<file path="src/tlw_params.svh">
// Shared constants for the trigger link word codec
`ifndef TLW_PARAMS_SVH
`define TLW_PARAMS_SVH
`define TLW_CLK_NS 8
`define TLW_FRAME_NS 16
`define TLW_FRAME_CYC ((`TLW_FRAME_NS + `TLW_CLK_NS - 1) / `TLW_CLK_NS)
`define TLW_TYPE_MSB 13
`define TLW_TYPE_LSB 12
`define TLW_PAY_MSB 11
`define TLW_TTYPE_LSB 2
`define TLW_QUAD_MSB 1
`define TLW_TIME_MSB 13
`define TLW_TIME_LSB 2
`define TLW_TIME_STEP 14'h0004
`define TLW_REV_ZERO 3'h0
`define TLW_SRC_OSC 2'h0
`define TLW_SRC_CABLE 2'h1
`define TLW_ROUTE_BAD 2'h3
`define TLW_ROUTE_250 2'h0
`define TLW_DIV3_LAST 2'h2
`define TLW_DIV3_HIGH 2'h2
`endif

</file>
<file path="src/tlw_pkg.sv">
// Types and helpers shared by both ends of the trigger link
`include "tlw_params.svh"
package tlw_pkg;
    typedef enum logic [1:0] {
        TLW_TIME = 2'b00,
        TLW_CTRL = 2'b01,
        TLW_STROBE = 2'b10,
        TLW_CONTENT = 2'b11
    } tlw_wtype_t;

    typedef enum logic [1:0] {
        TLW_LAT_IDLE = 2'b00,
        TLW_LAT_SEND = 2'b01,
        TLW_LAT_WAIT = 2'b10
    } tlw_lat_t;

    // Even parity bit: makes the whole 16-bit word carry an even count of ones
    function automatic logic tlw_parity(input logic [14:0] v);
        return ^v;
    endfunction : tlw_parity
endpackage : tlw_pkg

</file>
<file path="src/tlw_link_if.sv">
// Four-lane fiber link between the fanout module and the crate interface
`timescale 1ns/1ps
`default_nettype none
interface tlw_link_if;
    logic [15:0] fwd_word;
    logic fwd_stb;
    logic [15:0] rev_word;
    logic rev_stb;
    logic clk_lane;
    logic sync_lane;
    logic ret_lane2;
    logic ret_lane3;
    logic lat_tx;
    logic lat_rx;

    modport crate (
        input fwd_word, fwd_stb, clk_lane, sync_lane, lat_rx,
        output rev_word, rev_stb, ret_lane2, ret_lane3, lat_tx
    );
    modport fanout (
        output fwd_word, fwd_stb, clk_lane, sync_lane, lat_rx,
        input rev_word, rev_stb, ret_lane2, ret_lane3, lat_tx
    );
endinterface : tlw_link_if
`default_nettype wire

</file>
<file path="src/tlw_crate_end.sv">
// Crate end: word decoder, status return, latency probe and clock selection
//
// Summary of operation
// - Lane one: trigger words in, status out
// - Pipeline clock arrives on lane two
// - Sync line arrives on lane three
// - Return lanes two and three stay idle
// - Standard mode times lane-four loopback pulse
// - Local master loops lane four back
// - Exactly one pipeline clock source selected
// - Switch picks sources; software may override
// - Route two backplane clocks per slot
// - Supply derived clock to legacy converters
// - One 16-bit word per frame
// - Status words return on reverse direction
// - Strobe word fires prompt trigger output
// - Strobe quadrant places trigger finely
// - Sender keeps strobe latency fixed
// - Content words fill frames without strobes
// - Strobe and content paired by arrival
// - Control words fill otherwise empty frames
// - Idle frames carry master time bits
// - Time mismatch flags lost synchronisation
// - Bits 13:12 select the word type
// - Status bit 15 parity, 14:12 zero
// - Status bits: busy, acks, block, readout
`timescale 1ns/1ps
`default_nettype none
`include "tlw_params.svh"

////////////////////////////////////////////////////////////////////////////////
module tlw_crate_end import tlw_pkg::*; #(
    parameter int LAT_W = 12
) (
    input wire logic clock_i,
    input wire logic arst_n_i,
    tlw_link_if.crate link,
    input wire logic [7:0] clk_switch_i,
    input wire logic clk_ovr_en_i,
    input wire logic [1:0] clk_ovr_src_i,
    input wire logic [7:0] bp_route_i,
    input wire logic busy_i,
    input wire logic ack1_i,
    input wire logic ack2_i,
    input wire logic block_rcvd_i,
    input wire logic roc_ack_i,
    input wire logic [6:0] status_i,
    input wire logic lat_start_i,
    input wire logic sync_lost_clr_i,
    output logic trig_o,
    output logic trig_fine_o,
    output logic [9:0] trig_type_o,
    output logic content_valid_o,
    output logic [11:0] content_o,
    output logic [7:0] content_seq_o,
    output logic pair_err_o,
    output logic ctrl_valid_o,
    output logic [11:0] ctrl_o,
    output logic sync_lost_o,
    output logic [LAT_W-1:0] lat_cnt_o,
    output logic lat_valid_o,
    output logic master_mode_o,
    output logic [3:0] clk_src_o,
    output logic [7:0] bp_route_o,
    output logic clk31_o,
    output logic tdc_clk_o
);
    typedef struct packed {
        logic [1:0] phase;
        logic [11:0] local_time;
        logic seen_word;
        logic sync_lost;
        logic trig;
        logic trig_fine;
        logic [9:0] trig_type;
        logic dly;
        logic dly_fine;
        logic [9:0] dly_type;
        logic content_valid;
        logic [11:0] content;
        logic [7:0] content_seq;
        logic [7:0] strobe_seq;
        logic pair_err;
        logic ctrl_valid;
        logic [11:0] ctrl;
        logic [15:0] rev_word;
        logic rev_stb;
        tlw_lat_t lat_state;
        logic [LAT_W-1:0] lat_cnt;
        logic [LAT_W-1:0] lat_res;
        logic lat_valid;
        logic lat_tx;
        logic master;
        logic [3:0] clk_src;
        logic [7:0] bp_route;
        logic [1:0] div4;
        logic [1:0] div3;
        logic clk31;
        logic tdc_clk;
    } tlw_crate_st_t;

    tlw_crate_st_t st;
    tlw_crate_st_t next_st;
    logic [1:0] src;
    logic [14:0] stat_body;
    tlw_wtype_t wtype;
    logic [11:0] pay;

    // Unknown route codes fall back to the full-rate clock
    function automatic logic [7:0] tlw_clean_route(input logic [7:0] r);
        logic [7:0] o;
        o = r;
        for (int i = 0; i < 4; i++) begin
            if (r[2*i +: 2] == `TLW_ROUTE_BAD) begin
                o[2*i +: 2] = `TLW_ROUTE_250;
            end
        end
        return o;
    endfunction : tlw_clean_route

    // Source choice, word fields and status body
    assign src = clk_ovr_en_i ? clk_ovr_src_i : clk_switch_i[1:0];
    assign wtype = tlw_wtype_t'(link.fwd_word[`TLW_TYPE_MSB:`TLW_TYPE_LSB]);
    assign pay = link.fwd_word[`TLW_PAY_MSB:0];
    assign stat_body = {`TLW_REV_ZERO, busy_i, ack1_i, ack2_i, block_rcvd_i, roc_ack_i,
        status_i};

    // Next-state logic
    always_comb begin
        next_st = st;
        next_st.trig = 1'b0;
        next_st.content_valid = 1'b0;
        next_st.ctrl_valid = 1'b0;
        next_st.pair_err = 1'b0;
        next_st.rev_stb = 1'b0;
        next_st.lat_valid = 1'b0;

        // Clock selection and derived clocks
        next_st.clk_src = 4'h1 << src;
        next_st.master = (src == `TLW_SRC_OSC) || (src == `TLW_SRC_CABLE);
        next_st.bp_route = tlw_clean_route(bp_route_i);
        next_st.div4 = st.div4 + 1'b1;
        next_st.clk31 = next_st.div4[1];
        next_st.div3 = (st.div3 == `TLW_DIV3_LAST) ? '0 : st.div3 + 1'b1;
        next_st.tdc_clk = (next_st.div3 != `TLW_DIV3_HIGH);

        // Frame phase realigned on every received word
        next_st.phase = st.phase + 1'b1;
        if (st.phase == 2'(`TLW_FRAME_CYC - 1)) begin
            next_st.phase = '0;
            next_st.local_time = st.local_time + 12'(st.seen_word);
            next_st.rev_word = {tlw_parity(stat_body), stat_body};
            next_st.rev_stb = 1'b1;
        end

        // Delayed half of a late-quadrant trigger
        if (st.dly) begin
            next_st.trig = 1'b1;
            next_st.trig_fine = st.dly_fine;
            next_st.trig_type = st.dly_type;
            next_st.dly = 1'b0;
        end

        if (sync_lost_clr_i) begin
            next_st.sync_lost = 1'b0;
        end

        // Word decode
        if (link.fwd_stb) begin
            next_st.phase = 2'h1;
            next_st.seen_word = 1'b1; // Local time runs only once aligned
            unique case (wtype)
                TLW_TIME: begin
                    if (pay != st.local_time) begin
                        next_st.sync_lost = 1'b1;
                    end
                    next_st.local_time = pay;
                end
                TLW_CTRL: begin
                    next_st.ctrl_valid = 1'b1;
                    next_st.ctrl = pay;
                end
                TLW_STROBE: begin
                    next_st.strobe_seq = st.strobe_seq + 1'b1;
                    if (!pay[`TLW_QUAD_MSB]) begin
                        next_st.trig = 1'b1;
                        next_st.trig_fine = pay[0];
                        next_st.trig_type = pay[`TLW_PAY_MSB:`TLW_TTYPE_LSB];
                    end else begin
                        next_st.dly = 1'b1;
                        next_st.dly_fine = pay[0];
                        next_st.dly_type = pay[`TLW_PAY_MSB:`TLW_TTYPE_LSB];
                    end
                end
                TLW_CONTENT: begin
                    next_st.content_valid = 1'b1;
                    next_st.content = pay;
                    next_st.content_seq = st.content_seq + 1'b1;
                    next_st.pair_err = (st.content_seq == st.strobe_seq);
                end
            endcase
        end

        // Lane-four latency probe
        if (st.master) begin
            next_st.lat_tx = link.lat_rx;
            next_st.lat_state = TLW_LAT_IDLE;
        end else begin
            next_st.lat_tx = 1'b0;
            unique case (st.lat_state)
                TLW_LAT_IDLE: begin
                    if (lat_start_i) begin
                        next_st.lat_state = TLW_LAT_SEND;
                    end
                end
                TLW_LAT_SEND: begin
                    next_st.lat_tx = 1'b1;
                    next_st.lat_cnt = '0;
                    next_st.lat_state = TLW_LAT_WAIT;
                end
                TLW_LAT_WAIT: begin
                    next_st.lat_cnt = st.lat_cnt + 1'b1;
                    if (link.lat_rx || (&st.lat_cnt)) begin
                        next_st.lat_res = st.lat_cnt;
                        next_st.lat_valid = 1'b1;
                        next_st.lat_state = TLW_LAT_IDLE;
                    end
                end
                default: begin
                    next_st.lat_state = TLW_LAT_IDLE;
                end
            endcase
        end
    end

    // State register
    always_ff @(posedge clock_i or negedge arst_n_i) begin
        if (!arst_n_i) begin
            st <= '0;
        end else begin
            st <= next_st;
        end
    end

    // Outputs straight from state; return lanes two and three tied low
    assign link.rev_word = st.rev_word;
    assign link.rev_stb = st.rev_stb;
    assign link.ret_lane2 = 1'b0;
    assign link.ret_lane3 = 1'b0;
    assign link.lat_tx = st.lat_tx;
    assign trig_o = st.trig;
    assign trig_fine_o = st.trig_fine;
    assign trig_type_o = st.trig_type;
    assign content_valid_o = st.content_valid;
    assign content_o = st.content;
    assign content_seq_o = st.content_seq;
    assign pair_err_o = st.pair_err;
    assign ctrl_valid_o = st.ctrl_valid;
    assign ctrl_o = st.ctrl;
    assign sync_lost_o = st.sync_lost;
    assign lat_cnt_o = st.lat_res;
    assign lat_valid_o = st.lat_valid;
    assign master_mode_o = st.master;
    assign clk_src_o = st.clk_src;
    assign bp_route_o = st.bp_route;
    assign clk31_o = st.clk31;
    assign tdc_clk_o = st.tdc_clk;
endmodule : tlw_crate_end
`default_nettype wire

</file>
<file path="src/flat_wrapper.sv">
// flat-port wrapper written by rule: the top's interface ports become plain ports
module tlw_crate_end_flat import tlw_pkg::*;
#(
    parameter int LAT_W = 12
)
  (clock_i, arst_n_i, clk_switch_i, clk_ovr_en_i, clk_ovr_src_i, bp_route_i, busy_i, ack1_i, ack2_i, block_rcvd_i, roc_ack_i, status_i, lat_start_i, sync_lost_clr_i, trig_o, trig_fine_o, trig_type_o, content_valid_o, content_o, content_seq_o, pair_err_o, ctrl_valid_o, ctrl_o, sync_lost_o, lat_cnt_o, lat_valid_o, master_mode_o, clk_src_o, bp_route_o, clk31_o, tdc_clk_o, link_fwd_word, link_fwd_stb, link_clk_lane, link_sync_lane, link_lat_rx, link_rev_word, link_rev_stb, link_ret_lane2, link_ret_lane3, link_lat_tx);
  tlw_link_if link_i ();
  input wire logic clock_i;
  input wire logic arst_n_i;
  input wire logic [7:0] clk_switch_i;
  input wire logic clk_ovr_en_i;
  input wire logic [1:0] clk_ovr_src_i;
  input wire logic [7:0] bp_route_i;
  input wire logic busy_i;
  input wire logic ack1_i;
  input wire logic ack2_i;
  input wire logic block_rcvd_i;
  input wire logic roc_ack_i;
  input wire logic [6:0] status_i;
  input wire logic lat_start_i;
  input wire logic sync_lost_clr_i;
  output logic trig_o;
  output logic trig_fine_o;
  output logic [9:0] trig_type_o;
  output logic content_valid_o;
  output logic [11:0] content_o;
  output logic [7:0] content_seq_o;
  output logic pair_err_o;
  output logic ctrl_valid_o;
  output logic [11:0] ctrl_o;
  output logic sync_lost_o;
  output logic [LAT_W-1:0] lat_cnt_o;
  output logic lat_valid_o;
  output logic master_mode_o;
  output logic [3:0] clk_src_o;
  output logic [7:0] bp_route_o;
  output logic clk31_o;
  output logic tdc_clk_o;
  input wire logic [$bits(link_i.fwd_word)-1:0] link_fwd_word;
  input wire logic [$bits(link_i.fwd_stb)-1:0] link_fwd_stb;
  input wire logic [$bits(link_i.clk_lane)-1:0] link_clk_lane;
  input wire logic [$bits(link_i.sync_lane)-1:0] link_sync_lane;
  input wire logic [$bits(link_i.lat_rx)-1:0] link_lat_rx;
  output wire logic [$bits(link_i.rev_word)-1:0] link_rev_word;
  output wire logic [$bits(link_i.rev_stb)-1:0] link_rev_stb;
  output wire logic [$bits(link_i.ret_lane2)-1:0] link_ret_lane2;
  output wire logic [$bits(link_i.ret_lane3)-1:0] link_ret_lane3;
  output wire logic [$bits(link_i.lat_tx)-1:0] link_lat_tx;
  assign link_i.fwd_word = link_fwd_word;
  assign link_i.fwd_stb = link_fwd_stb;
  assign link_i.clk_lane = link_clk_lane;
  assign link_i.sync_lane = link_sync_lane;
  assign link_i.lat_rx = link_lat_rx;
  assign link_rev_word = link_i.rev_word;
  assign link_rev_stb = link_i.rev_stb;
  assign link_ret_lane2 = link_i.ret_lane2;
  assign link_ret_lane3 = link_i.ret_lane3;
  assign link_lat_tx = link_i.lat_tx;
  tlw_crate_end #(.LAT_W(LAT_W)) u_core (.clock_i(clock_i), .arst_n_i(arst_n_i), .link(link_i), .clk_switch_i(clk_switch_i), .clk_ovr_en_i(clk_ovr_en_i), .clk_ovr_src_i(clk_ovr_src_i), .bp_route_i(bp_route_i), .busy_i(busy_i), .ack1_i(ack1_i), .ack2_i(ack2_i), .block_rcvd_i(block_rcvd_i), .roc_ack_i(roc_ack_i), .status_i(status_i), .lat_start_i(lat_start_i), .sync_lost_clr_i(sync_lost_clr_i), .trig_o(trig_o), .trig_fine_o(trig_fine_o), .trig_type_o(trig_type_o), .content_valid_o(content_valid_o), .content_o(content_o), .content_seq_o(content_seq_o), .pair_err_o(pair_err_o), .ctrl_valid_o(ctrl_valid_o), .ctrl_o(ctrl_o), .sync_lost_o(sync_lost_o), .lat_cnt_o(lat_cnt_o), .lat_valid_o(lat_valid_o), .master_mode_o(master_mode_o), .clk_src_o(clk_src_o), .bp_route_o(bp_route_o), .clk31_o(clk31_o), .tdc_clk_o(tdc_clk_o));
endmodule
</file>
<file path="config.mk">
export PLATFORM = sky130hd
export DESIGN_NAME = tlw_crate_end_flat
export DESIGN_NICKNAME = d
export VERILOG_FILES = /design/src/tlw_pkg.sv /design/src/tlw_link_if.sv /design/src/tlw_crate_end.sv /design/src/flat_wrapper.sv
export VERILOG_INCLUDE_DIRS = /design/src
export SDC_FILE = /design/constraint.sdc
export NUM_CORES = 1
export LEC_CHECK = 0
export ABC_AREA = 1
export BUFFER_PORTS_ARGS = -buffer_cell sky130_fd_sc_hd__buf_2
export CORE_ASPECT_RATIO = 1.25
export CORE_MARGIN = 2
export CORE_UTILIZATION = 55
export DETAILED_ROUTE_END_ITERATION = 12
export GPL_TIMING_DRIVEN = 0
export PLACE_DENSITY = 0.87
export SYNTH_ARGS = -nofsm -noshare
export SYNTH_HDL_FRONTEND = slang
export SYNTH_SLANG_ARGS = --single-unit
</file>
<file path="constraint.sdc">
create_clock -name clock_i -period 2.1 [get_ports clock_i]
set_input_delay 0.21 -clock clock_i [delete_from_list [all_inputs] [get_ports clock_i]]
set_output_delay 0.21 -clock clock_i [all_outputs]
set_load 0.1 [all_outputs]
</file>
After elaboration in Yosys (flattened, before gate mapping) --
Cells that the tools add are included.
Cells by class: reduce and logical (&&, ||, !) cells 15, eq/ne operators 17, multiplexer cells 31, shift-type cells 1, add/sub/neg operators 7, bitwise operators 1
Operators with widths (count):
- 83-bit 2-to-1 mux | 1
- 12-bit 2-to-1 mux | 3
- 13-bit 2-to-1 mux | 2
- 24-bit 2-to-1 mux | 1
- 12-bit one-hot mux with 2 select lines | 1
- 21-bit 2-to-1 mux | 1
- 2-bit 2-to-1 mux | 9
- 8-bit by 1-bit adder with 8-bit output (second input constant) | 2
- 2-bit == test (second input constant) | 8
- 15-bit XOR reduction | 1
- 14-bit 2-to-1 mux | 1
- 12-bit by 1-bit adder with 12-bit output | 1
- 12-bit by 1-bit adder with 12-bit output (second input constant) | 1
- 12-bit inequality test | 1
- 12-bit AND reduction | 1
- 1-bit 2-to-1 mux | 10
- 2-bit AND reduction | 5
- 2-bit by 1-bit == test with 1-bit output (second input constant) | 4
- 8-bit == test | 1
- 8-bit 2-to-1 mux | 1
- 2-bit by 1-bit adder with 2-bit output (second input constant) | 3
- 2-bit zero test | 3
- 2-bit one-hot mux with 3 select lines | 1
- 3-bit AND reduction | 2
- 7 further kinds | 8
Word-level totals: flip-flop bits (word level) 144, bits of input ports 55, output and inout bits 96

Longest topological paths before layout --
word-level depth 5, mapped depth 10

Worst setup path before layout --
No wires, ideal clock.
path kind flip-flop to flip-flop, start point register u_core.st (netlist bit u_core.master_mode_o), end point register u_core.st[44] (netlist bit), arrival time 1747 ps, stages on the path, launching flop included 9, path slack 233 ps, data required time 1980 ps, period minus slack after synthesis 1867 ps, path through dfrtp_1 -> inv_1 -> nand2_1 -> nor2_1 -> nand2_1 -> nor2_2 -> nand3_1 -> o21ai_0 -> nor2_1
Between the ends: cells in the longest elaborated chain, start to end 2
Ends and longest elaborated chain:
- from (decl) | line tlw_crate_end.sv:102 | tlw_crate_st_t st;
- from (signal assigned) | line tlw_crate_end.sv:241 | st <= next_st;
- 1-bit NOT (no line)
- 2-bit AND reduction (no line)
No other way between the ends. A chain may end at the register's enable or synchronous reset.

Worst setup path in the final report --
start point register u_core.st[45] (netlist bit), end point register u_core.st[44] (netlist bit)
Between the ends: cells in the longest elaborated chain, start to end 3, elaborated cells between the ends (all ways) 5, those cells by class 2 x eq/ne; 1 x mux; 2 x reduce/logical
Ends and longest elaborated chain:
- 2-bit by 1-bit == test with 1-bit output or 2-bit == test (tied branches) | line tlw_crate_end.sv:210 | unique case (st.lat_state)
- 2-bit nonzero test (no line)
- 2-bit AND reduction (no line)
Several ways; a longest one is shown, not always the timed one.

==> flow_summary.yaml <==
floorplan:
  die_y_um: 131
  die_width_um: 106
  initial_core_util: 0.559
  core.rowCount: 46
  die_area_um2: 13800
  core_um2: 12700
  ios: 151
cts:
  numCtsBuffers: 17
  cts_tree: "yes"
  numClockSinks: 143
  cts_setup_buffers: 0
  cts_buffer_depth: 2
  cts_root_buf: "clkbuf_16"
  h-tree-depth: 4
  cts.clk_slew.worst_paths_ns: 0.06
  clk_latency_ns: 0.41
logic_synthesis:
  ys_seq_elements: 143
  yosys_most_used_dff: "dfrtp_1"
  syn_area_um2: 7080
  ys_warn_count: 0
  synthDistinctLibCells: 36
  synth_edf_count: 0
  synth_seq_area_share: 0.505
  syn_inst: 823
  syn_area_per_cell_um2: 8.61
  yosys.area.top_type: "dfrtp_1"
  ys_async_sr_fraction: 1.00
  yosysMostFrequentCell: "nand2_1"
  netlist_top_cells_area: "dfrtp_1 51%, nand2_1 12%, buf_4 9.0%, inv_1 4.7%, o21ai_0 3.8%"
  synth_top_area_share: 0.505
  synth_common_cells: "226 x nand2_1, 143 x dfrtp_1, 89 x inv_1"
setup_path:
  crit_path_end_kind: "flop"
  worst_ep_arrival_time_ns: 2.19
  worstPathRequired_ns: 2.39
  cp-start-kind: "flop"
  crit_fanout: 5
  crit_type: "reg2reg"
pwr:
  pwr-share-seq: 0.359
  p_int_mw: 5.79
  p_leak_nw: 4.77
  cellPowerDensity_nw_per_um2: 1160
  switchingPower_mw: 4.26
  p_clk_frac: 0.273
  pwr-share-comb: 0.369
  swShare: 0.424
  peakVddDrop_mv: 1.05
  design_power_total_mw: 10.1
place:
  dp_worst_setup_slack_ns: 0.254
  dpl-instance-area_um2: 8020
  port_buffers: 135
  gp_congestion: 0.894
  dpl.hpwl_mm: 11.5
  dp_cells: 1131
routing:
  wl_mm: 15.9
  route.detailed.drc: 0
  drtIter0Drc: 383
  vias: 5772
  antenna_left: 0
  wl_per_cell_um: 13.6
  viasPerCell: 4.93
  drtPass1Iterations: 4
timing:
  fmax_ghz: 0.525
  fin_crit_sh: 0.907
  tightest_slew_ns: 0.518
  fin_setup_tns_ns: 0
  relSlewSlack: 0.657
  slew_violations: 0
  fin_ws_ns: 0.196
  fin_skew_ns: 0.00758
  setup_viol: 0
  rsz0062_at_grt: "false"
  hold_viol_final: 0
  period_needed_ns: 1.90
  whs_ns: 0.0237
layout:
  antennaDiodeCount: 0
  drive_gt1_frac: 0.284
  stdcell_count: 1171
  fin_area_um2: 8640
  syn_to_final_growth_pct: 22.0
  fin_util: 0.683
  finalNetCount: 1056
outcome:
  status: "finished, final reports clean"
global_routing:
  grt_pass1_wl_mm: 25.4
  grt_max_degree: 94
  grt_overflow: 0
  first_global_vias: 5589
  antenna_found_initial: 0
  grt_use_total: 0.235
flow_run:
  maxCapViolCount: 0
worst_hold_path:
  hold_class: "in2reg"
-- routing by layer --
layer	wire (um)	track usage	part of all wire
met5	0	0	0
met4	537	0.118	0.034
met3	809	0.0561	0.051
met2	8440	0.421	0.53
met1	6120	0.263	0.38
-- what timing repair did --
action / 4_1_cts / 5_1_grt
hold buffers: 9 / 0
endpoints found under the hold margin: 58 / 0
gates resized for setup: 0 / 0
-- worst paths after layout --
check / end / cells past startpoint / slack (ns) / start
max: u_core.st[44] / 9 / 0.20 / u_core.st[45]
min: u_core.link.rev_word[6] / 3 / 0.02 / status_i[6]
max reg2reg: u_core.st[44] / 9 / 0.20 / u_core.st[45]
min reg2reg: u_core.st[2] / 1 / 0.42 / u_core.st[3]
max in group asynchronous: u_core.st[42] / 3 / 0.94 / arst_n_i
min in group asynchronous: u_core.link.rev_word[4] / 2 / 0.32 / arst_n_i
-- placed cells by master (no fill, tap or decap), drive strengths merged --
master | Yosys | final
conb | 1 | 5
a31oi | 11 | 11
nand3b | 2 | 2
nor3b | 1 | 1
inv | 95 | 95
nor2 | 65 | 65
nor3 | 14 | 14
a21oi | 6 | 6
dfrtp | 143 | 143
buf | 93 | 229
o21a | 2 | 2
clkinv | 0 | 7
a211oi | 1 | 1
a221oi | 1 | 1
nand2 | 230 | 230
o21ai | 69 | 69
xnor2 | 7 | 7
or2 | 2 | 2
o22ai | 5 | 5
nand4 | 3 | 3
clkbuf | 8 | 31
dlygate4sd3 | 0 | 9
xor2 | 25 | 25
nand3 | 29 | 29
ha | 10 | 10
bufinv | 0 | 1
-- critical path, stage by stage (launching register included) --
cell     delay, ns
dfrtp_1       0.39
inv_1         0.08
ha_1          0.31
nand2_1       0.13
nor2_1        0.17
nand2_1       0.16
nor2_2        0.17
nand3_1       0.11
o21ai_0       0.18
nor2_1        0.07
-- flip-flops by register name, summed over array words and instances (netlist names) --
register                flops
u_core.clk_src_o            4
u_core.link.rev_word       13
u_core.trig_fine_o          1
u_core.tdc_clk_o            1
u_core.trig_type_o         10
u_core.sync_lost_o          1
u_core.master_mode_o        1
u_core.lat_valid_o          1
u_core.content_seq_o        8
u_core.bp_route_o           8
u_core.link.rev_stb         1
u_core.link.lat_tx          1
u_core.lat_cnt_o           12
u_core.ctrl_o              12
u_core.ctrl_valid_o         1
u_core.content_o           12
u_core.content_valid_o      1
u_core.clk31_o              1
u_core.st                  52
u_core.pair_err_o           1
u_core.trig_o               1
-- kinds of logic after synthesis --
logic type               count (synthesis)  share of synthesized area
AND/OR/NAND/NOR                        346                      0.208
buffers and inverters                  196                      0.157
flip-flops                             143                      0.505
AO/OA/AOI/OAI                           95                     0.0715
XOR/XNOR                                32                     0.0396
adder cells (fa/ha/maj)                 10                     0.0177
other                                    1                   0.000529
-- power by group through the flow --
| stage | Combinational (mW) | Sequential (mW) | Clock [mW] |
|---|---|---|---|
| 6_report | 3.71 | 3.60 | 2.74 |
| 5_1_grt | 3.95 | 3.66 | 2.91 |
| 4_1_cts | 3.72 | 3.59 | 2.78 |
| 3_5_place_dp | 3.68 | 3.63 | 0 |
| 3_3_place_gp | 3.59 | 3.61 | 0 |
| 2_1_floorplan | 3.01 | 3.64 | 0 |
-- final cells by class --
| class | count | area [um2] |
|---|---|---|
| fill | 997 | 4020 |
| sequential | 143 | 3580 |
| multi-input combinational | 488 | 2410 |
| timing repair buffer | 145 | 800 |
| buffer | 101 | 757 |
| clock buffer | 23 | 468 |
| inverter | 95 | 357 |
| tap | 168 | 210 |
| clock inverter | 8 | 65.1 |
No activity file was read; power rests on OpenSTA's default activity.
